[src/design/fault_capture_map.svh]
// register offsets, field positions and reset values of the fault capture block
// assumes inclusion by the top module and the bench only
`ifndef FAULT_CAPTURE_MAP_SVH
`define FAULT_CAPTURE_MAP_SVH
`define OFS_MAINT_STATE     12'h000
`define OFS_CAP_TIMEOUTS    12'h004
`define OFS_CAP_PARTIES     12'h008
`define OFS_CAP_SYNDROME    12'h00c
`define OFS_CTRL            12'h010
`define CTRL_RESET          32'h0000_0000
`define MS_NVM_READY_BIT    1
`define MS_LOGGED_BIT       4
`define MS_SLOT_LSB         8
`define MS_WARM_BIT         15
`define C1_ADDR_LSB         0
`define C1_DREQ_BIT         8
`define C1_DRDY_BIT         9
`define C1_ARDY_BIT         10
`define C1_REFRESH_BIT      11
`define C2_INIT_LSB         0
`define C2_NEAR_BIT         5
`define C2_WIDE_BIT         6
`define C2_RECALL_BIT       7
`define C2_RESP_LSB         8
`define C2_TYPE_LSB         13
`define C3_FETCH_BIT        0
`define C3_STORE_BIT        1
`define C3_SYN_LSB          3
`define C3_MULTI_BIT        10
`define C3_ANY_BIT          11
`define C3_DLO_BIT          12
`define C3_DHI_BIT          13
`define C3_WPAR_BIT         14
`define C3_SEMA_BIT         15
`define CYC_MEMORY          3'h1
`define CYC_IO              3'h2
`define CYC_BCAST_MEM       3'h5
`define CYC_BCAST_IO        3'h6
`define AXI_RESP_OKAY       2'h0
`define AXI_RESP_SLVERR     2'h2
`endif

[src/design/fault_capture_pkg.sv]
// types of the fault capture block
// assumes fault_capture_map.svh for widths of nothing; types only
package fault_capture_pkg;
  typedef struct packed {
    logic       refresh_cycle_flag;
    logic       addr_ack_timeout;
    logic       data_ack_timeout;
    logic       data_request_timeout;
    logic [4:0] captured_addr_high;
    logic [2:0] cycle_type_code;
    logic [4:0] responder_slot_code;
    logic       responder_valid;
    logic       record_every_fault;
    logic       wide_scope_access;
    logic       near_scope_access;
    logic [4:0] initiator_slot_code;
    logic       semaphore_cycle;
    logic       write_parity_check;
    logic       data_fault_type_hi;
    logic       data_fault_type_lo;
    logic       multibit_fault;
    logic [6:0] syndrome_field;
    logic       store_direction;
    logic       fetch_direction;
  } bus_cycle_s;

  typedef enum logic [1:0] {
    RD_IDLE = 2'b00,
    RD_RESP = 2'b01
  } rd_state_e;
endpackage

[src/design/bus_error_log_capture.sv]
// bus error capture with three capture words and a maintenance status word
// assumes bus cycle info arrives synchronous to mclk_in, one cycle_end_in per memory cycle
//
// Overview of operation
// - overwrite capture words each cycle when unlocked
// - freeze capture on error until read
// - status bit 1 shows nvm write ready
// - status bit 4 flags logged error
// - status bits 8-12 give own slot
// - status bit 15 inverted cold start
// - word1 bits 10,9,8 timeout flags
// - word1 bit 11 refresh cycle
// - word1 bits 0-4 address bits 18-22
// - word2 bits 8-12 responder slot
// - word2 bits 0-4 initiator slot
// - word2 bits 5,6,7 scope and record-all
// - word2 bits 15-13 cycle type code
// - no responder captures slot zero
// - word3 bit 15 semaphore, 14 parity check
// - word3 bits 3-9 syndrome
// - word3 bit 11 any fault, 10 multibit
// - word3 bit 1 write, 0 read
// - word3 bits 10-13 classify memory fault
//
// The register addresses and the AXI4-Lite interface to the registers are this design's own decisions.
`timescale 1ns/10ps
`include "fault_capture_map.svh"
module bus_error_log_capture
  import fault_capture_pkg::*;
(
  // clock and reset
  input  wire logic        mclk_in,
  input  wire logic        rst_n_in,
  // memory bus observation
  input  wire logic        cycle_end_in,
  input  wire bus_cycle_s  cycle_in,
  // controller status pins
  input  wire logic        nvm_write_ready_in,
  input  wire logic        warm_start_in,
  input  wire logic [4:0]  own_slot_in,
  // axi4-lite write address
  input  wire logic [11:0] s_axi_awaddr_in,
  input  wire logic        s_axi_awvalid_in,
  output logic             s_axi_awready_out,
  // axi4-lite write data
  input  wire logic [31:0] s_axi_wdata_in,
  input  wire logic [3:0]  s_axi_wstrb_in,
  input  wire logic        s_axi_wvalid_in,
  output logic             s_axi_wready_out,
  // axi4-lite write response
  output logic [1:0]       s_axi_bresp_out,
  output logic             s_axi_bvalid_out,
  input  wire logic        s_axi_bready_in,
  // axi4-lite read address
  input  wire logic [11:0] s_axi_araddr_in,
  input  wire logic        s_axi_arvalid_in,
  output logic             s_axi_arready_out,
  // axi4-lite read data
  output logic [31:0]      s_axi_rdata_out,
  output logic [1:0]       s_axi_rresp_out,
  output logic             s_axi_rvalid_out,
  input  wire logic        s_axi_rready_in,
  // error interrupt
  output logic             error_irq_out
);

  // pin synchronisers: three stages, change taken when stages 2 and 3 agree
  logic [2:0] nvm_sync_q;
  logic [2:0] warm_sync_q;
  logic       nvm_q;
  logic       warm_q;
  always_ff @(posedge mclk_in or negedge rst_n_in) begin
    if (!rst_n_in) begin
      nvm_sync_q  <= 3'h0;
      warm_sync_q <= 3'h0;
      nvm_q       <= 1'b0;
      warm_q      <= 1'b0;
    end else begin
      nvm_sync_q  <= {nvm_sync_q[1:0], nvm_write_ready_in};
      warm_sync_q <= {warm_sync_q[1:0], warm_start_in};
      if (nvm_sync_q[1] == nvm_sync_q[2]) nvm_q <= nvm_sync_q[2];
      if (warm_sync_q[1] == warm_sync_q[2]) warm_q <= warm_sync_q[2];
    end
  end

  // slot number is a strap, caught once after reset release
  logic [4:0] slot_q;
  logic       slot_taken_q;
  always_ff @(posedge mclk_in or negedge rst_n_in) begin
    if (!rst_n_in) begin
      slot_q       <= 5'h00;
      slot_taken_q <= 1'b0;
    end else if (!slot_taken_q) begin
      slot_q       <= own_slot_in;
      slot_taken_q <= 1'b1;
    end
  end

  // packing of the current bus cycle
  wire logic [4:0]  resp_slot = cycle_in.responder_valid ?
                                cycle_in.responder_slot_code : 5'h00;
  wire logic [15:0] word1_now = {4'h0,
                                 cycle_in.refresh_cycle_flag,
                                 cycle_in.addr_ack_timeout,
                                 cycle_in.data_ack_timeout,
                                 cycle_in.data_request_timeout,
                                 3'h0,
                                 cycle_in.captured_addr_high};
  wire logic [15:0] word2_now = {cycle_in.cycle_type_code,
                                 resp_slot,
                                 cycle_in.record_every_fault,
                                 cycle_in.wide_scope_access,
                                 cycle_in.near_scope_access,
                                 cycle_in.initiator_slot_code};
  // any-fault is the or of every bus fault condition
  wire logic        any_fault = cycle_in.addr_ack_timeout | cycle_in.data_ack_timeout |
                                cycle_in.data_request_timeout | cycle_in.multibit_fault |
                                cycle_in.data_fault_type_hi | cycle_in.data_fault_type_lo;
  wire logic [15:0] word3_now = {cycle_in.semaphore_cycle,
                                 cycle_in.write_parity_check,
                                 cycle_in.data_fault_type_hi,
                                 cycle_in.data_fault_type_lo,
                                 any_fault,
                                 cycle_in.multibit_fault,
                                 cycle_in.syndrome_field,
                                 1'b0,
                                 cycle_in.store_direction,
                                 cycle_in.fetch_direction};

  // axi read path
  logic            arready_q;
  logic            rvalid_q;
  logic [31:0]     rdata_q;
  logic [1:0]      rresp_q;
  logic [15:0]     cap1_q;
  logic [15:0]     cap2_q;
  logic [15:0]     cap3_q;
  logic            locked_q;
  logic [31:0]     ctrl_q;
  rd_state_e       rd_state_q;

  wire logic       ar_take   = s_axi_arvalid_in && arready_q;
  wire logic [11:0] ar_ofs   = {s_axi_araddr_in[11:2], 2'b00};
  wire logic [15:0] mstat    = {warm_q, 2'h0, slot_q, 3'h0, locked_q,
                                2'h0, nvm_q, 1'b0};
  wire logic       hit_ms    = (ar_ofs == `OFS_MAINT_STATE);
  wire logic       hit_c1    = (ar_ofs == `OFS_CAP_TIMEOUTS);
  wire logic       hit_c2    = (ar_ofs == `OFS_CAP_PARTIES);
  wire logic       hit_c3    = (ar_ofs == `OFS_CAP_SYNDROME);
  wire logic       hit_ct    = (ar_ofs == `OFS_CTRL);
  wire logic       rd_hit    = hit_ms | hit_c1 | hit_c2 | hit_c3 | hit_ct;
  wire logic [31:0] rd_mux   = hit_ms ? {16'h0000, mstat} :
                               hit_c1 ? {16'h0000, cap1_q} :
                               hit_c2 ? {16'h0000, cap2_q} :
                               hit_c3 ? {16'h0000, cap3_q} :
                               hit_ct ? ctrl_q : 32'h0000_0000;
  // unlock when the syndrome word, the last of the three, is read
  wire logic       unlock    = ar_take && hit_c3;

  always_ff @(posedge mclk_in or negedge rst_n_in) begin
    if (!rst_n_in) begin
      rd_state_q <= RD_IDLE;
      arready_q  <= 1'b1;
      rvalid_q   <= 1'b0;
      rdata_q    <= 32'h0000_0000;
      rresp_q    <= `AXI_RESP_OKAY;
    end else begin
      case (rd_state_q)
        RD_IDLE: begin
          if (ar_take) begin
            rd_state_q <= RD_RESP;
            arready_q  <= 1'b0;
            rvalid_q   <= 1'b1;
            rdata_q    <= rd_mux;
            rresp_q    <= rd_hit ? `AXI_RESP_OKAY : `AXI_RESP_SLVERR;
          end
        end
        RD_RESP: begin
          if (s_axi_rready_in) begin
            rd_state_q <= RD_IDLE;
            arready_q  <= 1'b1;
            rvalid_q   <= 1'b0;
          end
        end
        default: begin
          rd_state_q <= RD_IDLE;
          arready_q  <= 1'b1;
          rvalid_q   <= 1'b0;
        end
      endcase
    end
  end

  // axi write path: address and data in either order
  logic        awready_q;
  logic        wready_q;
  logic        bvalid_q;
  logic [1:0]  bresp_q;
  logic        aw_have_q;
  logic        w_have_q;
  logic [11:0] aw_ofs_q;
  logic [31:0] wdata_q;
  logic [3:0]  wstrb_q;
  wire logic   aw_take = s_axi_awvalid_in && awready_q;
  wire logic   w_take  = s_axi_wvalid_in && wready_q;
  wire logic   wr_go   = aw_have_q && w_have_q && !bvalid_q;
  wire logic   wr_ctl  = (aw_ofs_q == `OFS_CTRL);
  wire logic [31:0] strb_mask = {{8{wstrb_q[3]}}, {8{wstrb_q[2]}},
                                 {8{wstrb_q[1]}}, {8{wstrb_q[0]}}};

  always_ff @(posedge mclk_in or negedge rst_n_in) begin
    if (!rst_n_in) begin
      awready_q <= 1'b1;
      wready_q  <= 1'b1;
      aw_have_q <= 1'b0;
      w_have_q  <= 1'b0;
      aw_ofs_q  <= 12'h000;
      wdata_q   <= 32'h0000_0000;
      wstrb_q   <= 4'h0;
      bvalid_q  <= 1'b0;
      bresp_q   <= `AXI_RESP_OKAY;
      ctrl_q    <= `CTRL_RESET;
    end else begin
      if (aw_take) begin
        aw_have_q <= 1'b1;
        awready_q <= 1'b0;
        aw_ofs_q  <= {s_axi_awaddr_in[11:2], 2'b00};
      end
      if (w_take) begin
        w_have_q <= 1'b1;
        wready_q <= 1'b0;
        wdata_q  <= s_axi_wdata_in;
        wstrb_q  <= s_axi_wstrb_in;
      end
      if (wr_go) begin
        bvalid_q  <= 1'b1;
        bresp_q   <= wr_ctl ? `AXI_RESP_OKAY : `AXI_RESP_SLVERR;
        aw_have_q <= 1'b0;
        w_have_q  <= 1'b0;
        if (wr_ctl) ctrl_q <= (ctrl_q & ~strb_mask) | (wdata_q & strb_mask);
      end
      if (bvalid_q && s_axi_bready_in) begin
        bvalid_q  <= 1'b0;
        awready_q <= 1'b1;
        wready_q  <= 1'b1;
      end
    end
  end

  // capture and lock; ctrl bit 0 enables locking, bit 1 also locks on cycles flagged record-all
  wire logic lock_en   = ctrl_q[0];
  wire logic fault_now = cycle_end_in && lock_en &&
                         (any_fault | (ctrl_q[1] & cycle_in.record_every_fault));
  // the read that unlocks also lets the cycle ending on that edge in
  wire logic load      = cycle_end_in && (!locked_q || unlock);

  always_ff @(posedge mclk_in or negedge rst_n_in) begin
    if (!rst_n_in) begin
      cap1_q   <= 16'h0000;
      cap2_q   <= 16'h0000;
      cap3_q   <= 16'h0000;
      locked_q <= 1'b0;
      error_irq_out <= 1'b0;
    end else begin
      if (load) begin
        cap1_q <= word1_now;
        cap2_q <= word2_now;
        cap3_q <= word3_now;
      end
      // a new fault in the unlock cycle locks again: set wins
      if (load && fault_now) begin
        locked_q      <= 1'b1;
        error_irq_out <= 1'b1;
      end else if (unlock) begin
        locked_q      <= 1'b0;
        error_irq_out <= 1'b0;
      end
    end
  end

  assign s_axi_awready_out = awready_q;
  assign s_axi_wready_out  = wready_q;
  assign s_axi_bvalid_out  = bvalid_q;
  assign s_axi_bresp_out   = bresp_q;
  assign s_axi_arready_out = arready_q;
  assign s_axi_rvalid_out  = rvalid_q;
  assign s_axi_rdata_out   = rdata_q;
  assign s_axi_rresp_out   = rresp_q;
endmodule // bus_error_log_capture

[config.mk]
export PLATFORM = sky130hd
export DESIGN_NAME = bus_error_log_capture
export DESIGN_NICKNAME = d
export VERILOG_FILES = /design/src/design/fault_capture_pkg.sv /design/src/design/bus_error_log_capture.sv
export VERILOG_INCLUDE_DIRS = /design/src /design/src/design
export SDC_FILE = /design/constraint.sdc
export NUM_CORES = 1
export LEC_CHECK = 0
export ABC_CLOCK_PERIOD_IN_PS = 2200
export BUFFER_PORTS_ARGS = -buffer_cell sky130_fd_sc_hd__buf_4
export CORE_UTILIZATION = 55
export CTS_BUF_LIST = sky130_fd_sc_hd__clkbuf_4
export CTS_CLUSTER_SIZE = 25
export DETAILED_ROUTE_END_ITERATION = 8
export PLACE_DENSITY = 0.81
export SLEW_MARGIN = 20
export SYNTH_ARGS = -nofsm -noshare
export SYNTH_HDL_FRONTEND = slang
export SYNTH_SLANG_ARGS = --single-unit
[constraint.sdc]
create_clock -name mclk_in -period 2.2 [get_ports mclk_in]
set_input_delay 0.22 -clock mclk_in [delete_from_list [all_inputs] [get_ports mclk_in]]
set_output_delay 0.22 -clock mclk_in [all_outputs]
set_load 0.01 [all_outputs]
==> metrics.txt <==
status=completed; syn avg cell area=approximately 13 sq um; CTS tree=built; Most Crowded Layer GR=met2; WHS Endpoint=s_axi_rresp_out[1]; Worst setup SP type=flip-flop; Slew Viols, Final=0; Sequential Area=between 0.004 and 0.005 sq mm; total number of vias=5235; met1 usage=between 30% and 40%; Power per Cell Area=around 830 mW/mm^2; asr flop ratio synth=between 90% and 100%; Sw Pwr=2.30 mW; port bufs=150; Die H=roughly 110 um; WL/cell=roughly 18 um; Synth area leader=dfrtp_1; first-pass detailed-route iteration total=4; Worst-path clk slew=about 140 ps; Post-Synth Simple-Gate Area=around 6.3%; Sequential Power Share=54.0%; post-synthesis compound-gate area fraction=9.86%; cells after synthesis=approximately 520; register area share after synthesis=between 60% and 70%; vias in the first global route=just under 6000; crit path DAT=about 2500 ps; Worst VDD drop=between 600 and 700 uV; I/O pin total=roughly 160; max cap viols=0; Hold WS=66.0 ps; Skew-Pair Late Insertion Delay=around 560 ps; post-synth top area share=a little over 60%; Post-CTS Setup Bufs=0; fin crit share=around nine tenths; ys flop type=dfrtp_1; Core ar.=0.0122 sq mm; largest net degree at the start of global routing=57; multiplexer share of the synthesized area=19.1%; routed vias/inst=around 5.4; CTS Buf Count=17; worst r2r path cells=5; post-layout min period=around 2000 ps; post-synthesis xor/xnor area fraction=0%; largest family of logic cells by synthesized area=multiplexers; RSZ-0062 raised after global routing=no; commonest non-fill, non-tap cell in the layout=dfrtp_1; met3 usage in global routing=around 6.2%; Leakage Power=between 4 and 5 nW; grt met2 use=between 50% and 60%; DRC Markers=0; number of flops mapped to enable cells by yosys=0; All-Layer GR Usage=~29%; Slew HR=61.3%; WP data required=2640 ps; most frequent cells in the layout=dfrtp_1, buf_4, mux2_2; clock power share=23.0%; final setup vio count=0; library cells used by synthesis=between 40 and 50; hold path cells=3; Total Routed Length=between 15 and 20 mm; final setup TNS=0 ps; global-route wire length before repair=roughly 28 mm; Final Hold Viols=0; gr ovfl total=0; Ant. Diodes=0; post-synthesis adder-cell area fraction=less than 1%; initial antenna violation count=0; Layout Nets=approximately 900; multi-input logic area=about 0.0025 sq mm; crit path max fanout=8; Max Freq=~500 MHz; Num Clock Sinks=174; worst setup path start=aw_ofs_q[3]; hold_sp=s_axi_araddr_in[4]; Fillers=approximately 710; internal power=5.85 mW; Rows=40; Seq cells post-synth=approximately 170; Root Driver=clkbuf_4; Hold Path Class=primary input to flip-flop; GP Congestion=about 0.82; share of layout cells above drive strength 1=between 40% and 50%; Switching Fraction=between 20% and 30%; Core Util, Final=between 70 and 80%; clock buffer depth=2; R2R setup slack=between 150 and 200 ps; Synth Cell Area=roughly 0.007 sq mm; initial DRC count=around 270; Synth area leaders=dfrtp_1, mux2_2, a22o_1; Area growth syn-to-layout=39.5%; Post-DRT Antenna Nets=0; worst r2r src=aw_ofs_q[3]; die area=roughly 0.013 sq mm; Logic pwr share=23.0%; Slew @ Worst Pin=approximately 580 ps; Yosys warnings=0; Critical Path End Type=flip-flop; Layout Skew=around 20 ps; Starting Density=57.3%; Die X=between 100 and 150 um; crit path kind=flip-flop to flip-flop; H-Tree Depth=4; post-detail-place hpwl=between 10 and 15 mm
## layer usage
layer	wire [um]	vias up	part of all wire, %
li1	-	2400	-
met1	7170	2608	40
met2	9290	187	52
met4	482	0	2.7
met5	0	-	0
met3	949	40	5.3
## cells in the mapped netlist (3+ instances only)
library cell	n
a21oi_1	30
dfrtp_1	171
a22o_1	20
o31a_1	7
o21ai_0	14
o31ai_1	9
mux2_2	117
clkbuf_1	21
nand2_2	4
nand3_1	3
nand2b_1	8
inv_1	9
buf_4	3
a22oi_1	6
dfstp_2	3
nor2_1	25
o41ai_1	5
nand2_1	34
## kinds of logic after synthesis
logic type                 after synthesis
muxes                                  119
other                                    2
and+or+nand+nor                         90
adders and majority gates                2
buffers and inverters                   36
AOI/OAI and AO/OA                      100
DFF                                    174
## worst max-delay path, stage by stage, from the launching register on
cell and delay [ps]:
dfrtp_1 400, or4_1 570, nor4_4 260, buf_4 200, nand2_2 170, mux2_2 320
## worst max path at each step
stage | endpoint | slack [ps] | cells past startpoint
global placement | flip-flop | 230 | 5
CTS | flip-flop | 190 | 5
detailed placement | flip-flop | 190 | 5
finish | flip-flop | 180 | 5
floorplan | flip-flop | 280 | 4
global route | flip-flop | 110 | 5
## metrics by stage
step / power, mW / worst slack, ps / instance area [sq um] / std cells
floorplan: 5.42 / 279 / 7010 / 524
global placement: 5.99 / 232 / 8400 / 830
detailed placement: 6.12 / 193 / 8400 / 830
CTS: 8.14 / 192 / 9770 / 969
global route: 8.55 / 109 / 9770 / 969
finish: 8.15 / 183 / 9770 / 969
## repair_timing
item / 4_1_cts / 5_1_grt
hold endpoints to repair: 270 / 0
gates resized for setup: 0 / 0
hold buffers: 107 / 0
## layout make-up
cell class | count | area share, %
clock buffers | 17 | 1.31
clock inverters | 15 | 1.74
inverters | 9 | 0.346
multi-input cells | 314 | 25.8
flip-flops and latches | 174 | 44.6
well taps | 168 | 2.15
repair buffers | 272 | 24.1
## power groups by stage
stage	combinational (mW)	sequential, mW	clock (mW)
CTS	1.86	4.38	1.90
finish	1.87	4.40	1.88
global route	2.01	4.48	2.06
detailed placement	1.68	4.45	0
global placement	1.60	4.39	0
floorplan	1.10	4.31	0
Power figures use the tool's default switching activity.
